## src/pkg/wic_pkg.sv

```systemverilog
// package for the window column and exposure configuration block
// assumes one 10 MHz clock and a two-wire serial configuration port
`default_nettype none
package wic_pkg;

  // ----------------------------------------------------------------
  // register offsets
  // ----------------------------------------------------------------
  localparam logic [7:0] REG_COL_START_LO = 8'h4a;
  localparam logic [7:0] REG_WIDTH_HI = 8'h4b;
  localparam logic [7:0] REG_WIDTH_LO = 8'h4c;
  localparam logic [7:0] REG_EXP_HI = 8'h4e;
  localparam logic [7:0] REG_EXP_LO = 8'h4f;

  // ----------------------------------------------------------------
  // reset values and field positions
  // ----------------------------------------------------------------
  localparam logic [7:0] RST_COL_START_LO = 8'h08;
  localparam logic [2:0] RST_WIDTH_HI = 3'h4;
  localparam logic [7:0] RST_WIDTH_LO = 8'h00;
  localparam logic [5:0] RST_EXP_HI = 6'h04;
  localparam logic [7:0] RST_EXP_LO = 8'hff;
  localparam logic RST_UPD = 1'b0;
  localparam logic RST_FACTORY = 1'b0;
  localparam int FACTORY_POS = 7;
  localparam int UPD_POS = 6;
  localparam logic [4:0] WIDTH_HI_PAD = 5'h00;
  localparam logic [7:0] READ_UNMAPPED = 8'h00;

  // ----------------------------------------------------------------
  // serial port constants
  // ----------------------------------------------------------------
  localparam logic [3:0] BYTE_BITS = 4'h8;
  localparam logic [6:0] DEFAULT_DEV_ADDR = 7'h2a; // arbitrary value
  localparam int PIN_W = 2;
  localparam int PIN_SCL = 0;
  localparam int PIN_SDA = 1;
  localparam logic [PIN_W-1:0] PIN_IDLE = 2'h3;

  // ----------------------------------------------------------------
  // types
  // ----------------------------------------------------------------
  typedef enum logic [3:0] {
    ST_IDLE, ST_ADDR, ST_ADDR_ACK, ST_PTR, ST_PTR_ACK,
    ST_WDATA, ST_WDATA_ACK, ST_RDATA, ST_RACK
  } wic_serial_st_t;

  typedef struct packed {
    logic [PIN_W-1:0] ff1;
    logic [PIN_W-1:0] ff2;
    logic [PIN_W-1:0] ff3;
    logic [PIN_W-1:0] q;
  } wic_sync_t;

  typedef struct packed {
    logic [10:0] start_col;
    logic [10:0] width;
  } wic_window_t;

  typedef struct packed {
    logic [13:0] rows;
    logic [14:0] row_times;
    logic [28:0] clocks;
    logic pending;
  } wic_exposure_t;

  typedef struct packed {
    wic_serial_st_t st;
    logic scl_q;
    logic sda_q;
    logic [3:0] bit_cnt;
    logic [7:0] shreg;
    logic [7:0] ptr;
    logic rw;
    logic mack;
    logic sda_drv;
    logic [7:0] col_lo;
    logic [2:0] wid_hi;
    logic [7:0] wid_lo;
    logic factory;
    logic upd;
    logic [5:0] exp_hi_sh;
    logic [7:0] exp_lo_sh;
    logic [13:0] active;
    logic pending;
    logic [28:0] exp_clocks;
    logic [13:0] h_blank;
    logic [13:0] v_blank;
  } wic_state_t;

endpackage : wic_pkg

`default_nettype wire

```

## src/verilog/wic_pin_sync.sv

```systemverilog
// three-stage synchroniser for the serial port pins
// assumes the pins are asynchronous to clk_in and idle high
`timescale 1ns/1ns
`default_nettype none

module wic_pin_sync (
  input wire logic clk_in,
  input wire logic rstn_in,
  input wire logic [wic_pkg::PIN_W-1:0] pins_in,
  output logic [wic_pkg::PIN_W-1:0] pins_out
);
  import wic_pkg::*;

  wic_sync_t s;
  wic_sync_t next_s;

  // ----------------------------------------------------------------
  // sync chain
  // ----------------------------------------------------------------
  // ff1 feeds only ff2; a change is taken once ff2 and ff3 agree
  always_comb begin
    next_s = s;
    next_s.ff1 = pins_in;
    next_s.ff2 = s.ff1;
    next_s.ff3 = s.ff2;
    for (int i = 0; i < PIN_W; i++) begin
      if (s.ff2[i] == s.ff3[i]) begin
        next_s.q[i] = s.ff3[i];
      end
    end
  end

  always_ff @(posedge clk_in) begin
    if (!rstn_in) begin
      s <= '{ff1: PIN_IDLE, ff2: PIN_IDLE, ff3: PIN_IDLE, q: PIN_IDLE};
    end else begin
      s <= next_s;
    end
  end

  assign pins_out = s.q;

endmodule : wic_pin_sync

`default_nettype wire

```

## src/verilog/wic_cfg.sv

```systemverilog
// window column and exposure configuration registers behind a serial port
// assumes frame_start_in comes from the sensor timing on clk_in
`timescale 1ns/1ns
`default_nettype none

module wic_cfg #(
  parameter logic [6:0] DEV_ADDR = wic_pkg::DEFAULT_DEV_ADDR
) (
  input wire logic clk_in,
  input wire logic rstn_in,
  input wire logic scl_in,
  input wire logic sda_in,
  output logic sda_out,
  output logic sda_oe_out,
  input wire logic frame_start_in,
  input wire logic [2:0] col_start_high_in,
  input wire logic [13:0] virt_cols_in,
  input wire logic [13:0] virt_rows_in,
  input wire logic [13:0] win_rows_in,
  input wire logic [13:0] virt_row_clocks_in,
  output wic_pkg::wic_window_t window_out,
  output wic_pkg::wic_exposure_t exposure_out,
  output logic factory_reserved_bit_out,
  output logic [13:0] h_blank_out,
  output logic [13:0] v_blank_out
);
  import wic_pkg::*;

  wic_state_t s;
  wic_state_t next_s;
  logic [PIN_W-1:0] pins;
  logic scl;
  logic sda;
  logic scl_rise;
  logic scl_fall;
  logic start_cond;
  logic stop_cond;
  logic wr_en;
  logic [7:0] wr_data;
  logic [10:0] width;

  wic_pin_sync u_sync (
    .clk_in(clk_in),
    .rstn_in(rstn_in),
    .pins_in({sda_in, scl_in}),
    .pins_out(pins)
  );

  // ----------------------------------------------------------------
  // read mux
  // ----------------------------------------------------------------
  function automatic logic [7:0] read_byte(input wic_state_t st, input logic [7:0] addr);
    logic [7:0] d;
    d = READ_UNMAPPED;
    unique case (addr)
      REG_COL_START_LO: d = st.col_lo;
      REG_WIDTH_HI: d = {WIDTH_HI_PAD, st.wid_hi};
      REG_WIDTH_LO: d = st.wid_lo;
      REG_EXP_HI: d = {st.factory, st.upd, st.exp_hi_sh};
      REG_EXP_LO: d = st.exp_lo_sh;
      default: d = READ_UNMAPPED;
    endcase
    return d;
  endfunction : read_byte

  assign scl = pins[PIN_SCL];
  assign sda = pins[PIN_SDA];
  assign scl_rise = scl & ~s.scl_q;
  assign scl_fall = ~scl & s.scl_q;
  assign start_cond = scl & s.scl_q & s.sda_q & ~sda;
  assign stop_cond = scl & s.scl_q & ~s.sda_q & sda;
  assign wr_en = scl_fall && (s.st == ST_WDATA) && (s.bit_cnt == BYTE_BITS);
  assign wr_data = s.shreg;
  assign width = {s.wid_hi, s.wid_lo};

  // ----------------------------------------------------------------
  // next state
  // ----------------------------------------------------------------
  always_comb begin
    next_s = s;
    next_s.scl_q = scl;
    next_s.sda_q = sda;
    if (start_cond) begin
      next_s.st = ST_ADDR;
      next_s.bit_cnt = '0;
      next_s.sda_drv = 1'b0;
    end else if (stop_cond) begin
      next_s.st = ST_IDLE;
      next_s.sda_drv = 1'b0;
    end else begin
      unique case (s.st)
        ST_IDLE: begin
          next_s.sda_drv = 1'b0;
        end
        ST_ADDR, ST_PTR, ST_WDATA: begin
          if (scl_rise) begin
            next_s.shreg = {s.shreg[6:0], sda};
            next_s.bit_cnt = s.bit_cnt + 4'h1;
          end else if (scl_fall && s.bit_cnt == BYTE_BITS) begin
            next_s.sda_drv = 1'b1;
            if (s.st == ST_ADDR) begin
              // other addresses leave the bus alone until the next start
              if (s.shreg[7:1] == DEV_ADDR) begin
                next_s.rw = s.shreg[0];
                next_s.st = ST_ADDR_ACK;
              end else begin
                next_s.sda_drv = 1'b0;
                next_s.st = ST_IDLE;
              end
            end else if (s.st == ST_PTR) begin
              next_s.ptr = s.shreg;
              next_s.st = ST_PTR_ACK;
            end else begin
              next_s.ptr = s.ptr + 8'h01;
              next_s.st = ST_WDATA_ACK;
            end
          end
        end
        ST_ADDR_ACK: begin
          if (scl_fall) begin
            next_s.bit_cnt = '0;
            if (s.rw) begin
              next_s.shreg = read_byte(s, s.ptr);
              next_s.sda_drv = ~next_s.shreg[7];
              next_s.ptr = s.ptr + 8'h01;
              next_s.st = ST_RDATA;
            end else begin
              next_s.sda_drv = 1'b0;
              next_s.st = ST_PTR;
            end
          end
        end
        ST_PTR_ACK, ST_WDATA_ACK: begin
          if (scl_fall) begin
            next_s.bit_cnt = '0;
            next_s.sda_drv = 1'b0;
            next_s.st = ST_WDATA;
          end
        end
        ST_RDATA: begin
          if (scl_rise) begin
            next_s.bit_cnt = s.bit_cnt + 4'h1;
          end else if (scl_fall) begin
            if (s.bit_cnt == BYTE_BITS) begin
              next_s.sda_drv = 1'b0;
              next_s.st = ST_RACK;
            end else begin
              next_s.shreg = {s.shreg[6:0], 1'b0};
              next_s.sda_drv = ~s.shreg[6];
            end
          end
        end
        ST_RACK: begin
          if (scl_rise) begin
            next_s.mack = ~sda;
          end else if (scl_fall) begin
            // a master nack ends the read burst
            if (s.mack) begin
              next_s.bit_cnt = '0;
              next_s.shreg = read_byte(s, s.ptr);
              next_s.sda_drv = ~next_s.shreg[7];
              next_s.ptr = s.ptr + 8'h01;
              next_s.st = ST_RDATA;
            end else begin
              next_s.st = ST_IDLE;
            end
          end
        end
      endcase
    end

    // frame boundary first so a same-cycle toggle write stays pending
    if (frame_start_in && s.pending) begin
      next_s.active = {s.exp_hi_sh, s.exp_lo_sh};
      next_s.pending = 1'b0;
    end

    if (wr_en) begin
      unique case (s.ptr)
        REG_COL_START_LO: next_s.col_lo = wr_data;
        REG_WIDTH_HI: next_s.wid_hi = wr_data[2:0];
        REG_WIDTH_LO: next_s.wid_lo = wr_data;
        REG_EXP_HI: begin
          next_s.factory = wr_data[FACTORY_POS];
          next_s.upd = wr_data[UPD_POS];
          next_s.exp_hi_sh = wr_data[5:0];
          if (wr_data[UPD_POS] != s.upd) begin
            next_s.pending = 1'b1;
          end
        end
        REG_EXP_LO: next_s.exp_lo_sh = wr_data;
        default: next_s.pending = next_s.pending;
      endcase
    end

    // duration depends only on active value and virtual row time
    next_s.exp_clocks = 29'({1'b0, s.active} + 15'h0001) *
      29'(virt_row_clocks_in);
    // no size check: an undersized virtual frame simply wraps
    next_s.h_blank = virt_cols_in - {3'h0, width};
    next_s.v_blank = virt_rows_in - win_rows_in;
  end

  // ----------------------------------------------------------------
  // state register
  // ----------------------------------------------------------------
  always_ff @(posedge clk_in) begin
    if (!rstn_in) begin
      s <= '0;
      s.st <= ST_IDLE;
      s.scl_q <= 1'b1;
      s.sda_q <= 1'b1;
      s.col_lo <= RST_COL_START_LO;
      s.wid_hi <= RST_WIDTH_HI;
      s.wid_lo <= RST_WIDTH_LO;
      s.factory <= RST_FACTORY;
      s.upd <= RST_UPD;
      s.exp_hi_sh <= RST_EXP_HI;
      s.exp_lo_sh <= RST_EXP_LO;
      s.active <= {RST_EXP_HI, RST_EXP_LO};
    end else begin
      s <= next_s;
    end
  end

  // ----------------------------------------------------------------
  // outputs
  // ----------------------------------------------------------------
  // open drain: only ever pulls low; window may point past the array
  assign sda_out = 1'b0;
  assign sda_oe_out = s.sda_drv;
  assign window_out = '{start_col: {col_start_high_in, s.col_lo}, width: width};
  assign exposure_out = '{rows: s.active,
    row_times: {1'b0, s.active} + 15'h0001,
    clocks: s.exp_clocks,
    pending: s.pending};
  assign factory_reserved_bit_out = s.factory;
  assign h_blank_out = s.h_blank;
  assign v_blank_out = s.v_blank;
endmodule : wic_cfg

`default_nettype wire

```

## config.mk

```make
export PLATFORM = sky130hd
export DESIGN_NAME = wic_cfg
export DESIGN_NICKNAME = d
export VERILOG_FILES = /design/src/pkg/wic_pkg.sv /design/src/verilog/wic_pin_sync.sv /design/src/verilog/wic_cfg.sv
export SDC_FILE = /design/constraint.sdc
export NUM_CORES = 1
export LEC_CHECK = 0
export ABC_CLOCK_PERIOD_IN_PS = 23400
export BUFFER_PORTS_ARGS = -buffer_cell sky130_fd_sc_hd__buf_2
export CORE_AREA = 5 5 163 165
export CTS_BUF_LIST = sky130_fd_sc_hd__clkbuf_8
export DETAILED_ROUTE_END_ITERATION = 10
export DIE_AREA = 0 0 168 170
export GPL_TIMING_DRIVEN = 0
export PLACE_DENSITY = 0.88
export SETUP_SLACK_MARGIN = 0.5
export SLEW_MARGIN = 40
export SYNTH_ARGS = -nofsm -noshare
export SYNTH_HDL_FRONTEND = slang
export SYNTH_SLANG_ARGS = --single-unit
export TNS_END_PERCENT = 30
```

## constraint.sdc

```tcl
create_clock -name clk_in -period 23.4 [get_ports clk_in]
set_clock_uncertainty 0.1 [all_clocks]
set_input_delay 7.02 -clock clk_in [delete_from_list [all_inputs] [get_ports clk_in]]
set_output_delay 7.02 -clock clk_in [all_outputs]
set_load 0.05 [all_outputs]
```

# Word level (Yosys, flattened, before mapping)
# Index checks and enable logic that the tools add are counted.
# totals
ff_bits,144
wordCells,187
# op_classes
n_addsub,6
mul,1
eq_ne,42
n_mux,67
bitwise_logic,18
n_reduce_logical,26
# op_table
cell,count
two-way mux 8 bit,16
two-way mux 20 bit,4
two-way mux 4 bit,12
== test 8 x 7 -> 1 bit (second input constant),5
case mux 4 bit (5 select lines),2
case mux 8 bit (5 select lines),1
inequality test 4 bit (second input constant),9
case mux 8 bit (4 select lines),1
adder 14 x 1 -> 15 bit (second input constant),2
inequality test 2 bit (second input constant),15
multiplier 15 x 14 -> 29 bit,1
case mux 8 bit (3 select lines),1
two-way mux 1 bit,21
AND reduction 10 bit,2
two-way mux 9 bit,2
AND reduction 9 bit,2
== test 4 x 3 -> 1 bit (second input constant),4
two-way mux 16 bit,1
subtractor 14 x 11 -> 14 bit,1
subtractor 14 bit,1
two-way mux 12 bit,1
AND reduction 12 bit,1
NOT 1 bit,11
AND reduction 11 bit,1
23 further kinds,43

# Logic depth before layout (Yosys ltp)
# depth
word_depth,13
ltp_mapped,28
mapped_depth_nobuf,26

# Hierarchy
# A second synthesis with hierarchy kept.
# unflattened
hier_cells,1768
hier_area_um2,15044.4
# modules_own_cells
module,instances,cells_each,area_each_um2,seq_area_each_um2
wic_cfg,1,1746,14804.2,2722.6
wic_pin_sync,1,22,240.2,160.2

# Worst setup path before layout
# Ideal clock, no wire load.
# synth_path
path_type,in2out
start,in col_start_high_in[0]
end,out window_out[19] in the netlist's numbering
arrival_ns,7.190
required_ns,16.280
path_slack_ns,9.090
stages,1
cell_sequence,buf_4
# synth_lines
element,line,rtl
"start, declared",wic_cfg.sv:16,"input wire logic [2:0] col_start_high_in,"
"end, declared",wic_cfg.sv:21,"output wic_pkg::wic_window_t window_out,"
# No word-level cell between the ends.

# Worst setup path after layout
# layout_path
start,in col_start_high_in[1]
end,out window_out[20] in the netlist's numbering
# No word-level cell between the ends.

==> metrics.yaml <==
rows: 58
clk_path_buf_depth: 2
wirelength_um: 41500
grt_pass1_vias: 13297
drive_gt1_share_pct: 17.1
diodes: 0
final_area_um2: 16600
r2r_cells: 25
synth_cells: 1759
clock.fmax_mhz: 69.1
place_area_um2: 16200
root_buffer: "clkbuf_8"
path_cells: "buf_4 -> buf_2"
start_util_pct: 60.0
min_period_ns: 14.46
combPwrFrac_pct: 30.8
r2r_start: "exposure_out[45]$_SDFFE_PN1P_"
io_pins: 176
drt_iter0_drc: 1055
critical_path.top_delay_family: "buffers and inverters"
hold_class: "reg -> reg"
wl_per_cell_um: 18.1
cts_hold_buf: 0
post_synth_num_cell_types: 81
arrival_ns: 7.34
end_kind: "output pin"
outcome: "complete, no violations"
worstSkewPairLatency_ns: 0.48
slew_headroom_pct: 46.7
core_area_um2: 24900
ys_seq_area_share_pct: 19.3
mostFrequentLayoutCell: "inv_1"
cp_num_cells: 2
final-hold-violation-count: 0
cts_tree: "yes"
leakage_nw: 8.21
io_buffers: 171
grt_max_degree: 17
num_vias: 13107
r2r_slack_ns: 15.48
cts_made_buffers: 17
tns_ns: 0
peakVddDrop_mv: 0.0392
grt_pass1_wl_um: 66000
ff_latch_area_um2: 2880
p_sw_mw: 0.240
most-common-layout-cells: "231 x inv_1, 213 x nand2_1, 181 x buf_2"
power_frac_clock_pct: 28.2
dieWidth_um: 168
cp_max_fo: 1
rsz0062_at_grt: "no"
viasPerCell: 5.72
yosys_warnings: 0
power_frac_seq_pct: 41.1
die_area_um2: 28600
worstSetupPathType: "in -> out"
min_path_cells: 1
multi_input_area_um2: 10100
overflow: 0
p_per_area_nw_per_um2: 38.8
cpMaxStageDelayCell: "buf_2"
htreeDepth: 4
hold_ws_ns: 0.330
syn_to_final_growth_pct: 10.8
netlist_area_um2: 14900
min-delay-start: "u_sync.next_s[5]$_SDFF_PN1_"
cts_setup_buffers: 0
drtPass1Iterations: 5
clkSinkCount: 144
ys_async_sr_fraction_pct: 0
rr_endpoint: "exposure_out[29]$_SDFF_PN0_"
antenna_found_initial: 0
clkTransAtPathRegs_ns: 0.09
fin_nets: 2292
critPathLaunchType: "primary input"
fin_crit_sh_pct: 61.8
dieHeight_um: 170
synth_seq_cells: 144
postRouteAntennaNets: 0
slew_violations: 0
tightest_slew_ns: 0.794
post-dp-hpwl_um: 32700
whs_endpoint: "u_sync.next_s[3]$_SDFF_PN1_"
setup_viol: 0
swShare_pct: 37.3
synth_edf_count: 0
ys_dominant_reg_cell: "dfxtp_1"
p_total_mw: 0.642
avgSynthCellArea_um2: 8.49
grt_usage_pct: 28.7
slowest_delay_ns: 0.25
post_cts_resized: 0
required_ns: 16.28
fill_cells: 1961
gp_congestion: 0.966
intPower_mw: 0.402
cap_violations: 0
syn_nets: 2101
worst-path-buf-inv: 2
drc_errors: 0
worst max-delay path by stage:
stage	from	end	slack (ns)
5_1_grt	col_start_high_in[2]	window_out[21]	8.93
3_5_place_dp	col_start_high_in[1]	window_out[20]	8.93
2_1_floorplan	col_start_high_in[0]	window_out[19]	9.09
3_3_place_gp	col_start_high_in[0]	window_out[19]	8.94
6_report	col_start_high_in[1]	window_out[20]	8.94
4_1_cts	col_start_high_in[1]	window_out[20]	8.93
cells by family after synthesis:
group | Yosys count | synth area share [%]
simple gates | 582 | 19.3
buf+inv | 406 | 12.8
compound gates | 249 | 11.3
fa+ha+maj | 278 | 31.1
flops | 144 | 19.3
mux | 46 | 3.08
other cells | 1 | 0.0251
xor+xnor | 53 | 3.11
state kept, by name, summed over array words and instances, names as in the netlist:
signal	count
exposure_out	44
s	35
v_blank_out	14
window_out	19
u_sync.pins_out	2
u_sync.s	2
factory_reserved_bit_out	1
sda_oe_out	1
wr_data	8
h_blank_out	14
u_sync.next_s	4
per-layer routing:
metal  up-vias  track usage (%)  share of wire [%]
met2       679             51.2                 50
li1       5975                -                  -
met4         0             15.6                6.3
met1      6251             32.6                 36
met5         -                0                  0
met3       202             5.27                8.0
through the flow:
step           utilization (%)  worst slack [ns]  instances
2_1_floorplan                -              9.09       1759
3_3_place_gp              65.1              8.94       2260
3_5_place_dp              65.1              8.93       2261
4_1_cts                   66.5              8.93       2292
5_1_grt                   66.5              8.93       2292
6_report                  66.5              8.94       2292
synth_stat cells (all sizes together), types with 3 or more instances:
cell type,n,area (um2)
a211o,3,26.3
a211oi,13,97.6
a21o,26,195
a21oi,65,325
a221o,3,30.0
a221oi,8,87.6
a22oi,9,67.6
a31oi,11,75.1
and2,98,616
and3,10,62.6
and4,4,35.0
buf,115,827
clkbuf,59,221
dfxtp,144,2880
fa,155,3100
ha,123,1540
inv,232,871
mux2i,46,460
nand2,214,811
nand2b,21,136
nand3,28,140
nand3b,3,22.5
nand4,11,75.1
nor2,109,429
nor2b,29,189
nor3,32,176
nor3b,3,22.5
nor4,4,25.0
nor4b,3,41.3
o211ai,6,45.0
o21a,8,60.1
o21ai,49,245
o21bai,7,52.6
o221a,3,33.8
o22ai,14,101
o31ai,4,43.8
or2,4,25.0
or3,4,25.0
xnor2,31,272
xor2,22,193
layout make-up:
cell class,count,area share (%)
tap,330,2.49
sequential,144,17.4
inverter,232,5.26
clock buffer,17,1.41
timing repair buffer,172,5.21
buffer,174,6.34
multi-input combinational,1209,61.2
clock inverter,14,0.657
power groups by stage:
stage / logic (mW) / clock network, mW / registers [mW]
global route: 0.215 / 0.194 / 0.265
detailed placement: 0.195 / 0 / 0.269
finish: 0.198 / 0.181 / 0.264
global placement: 0.191 / 0 / 0.269
floorplan: 0.147 / 0 / 0.267
CTS: 0.197 / 0.182 / 0.263
(Power assumes the default switching activity.)
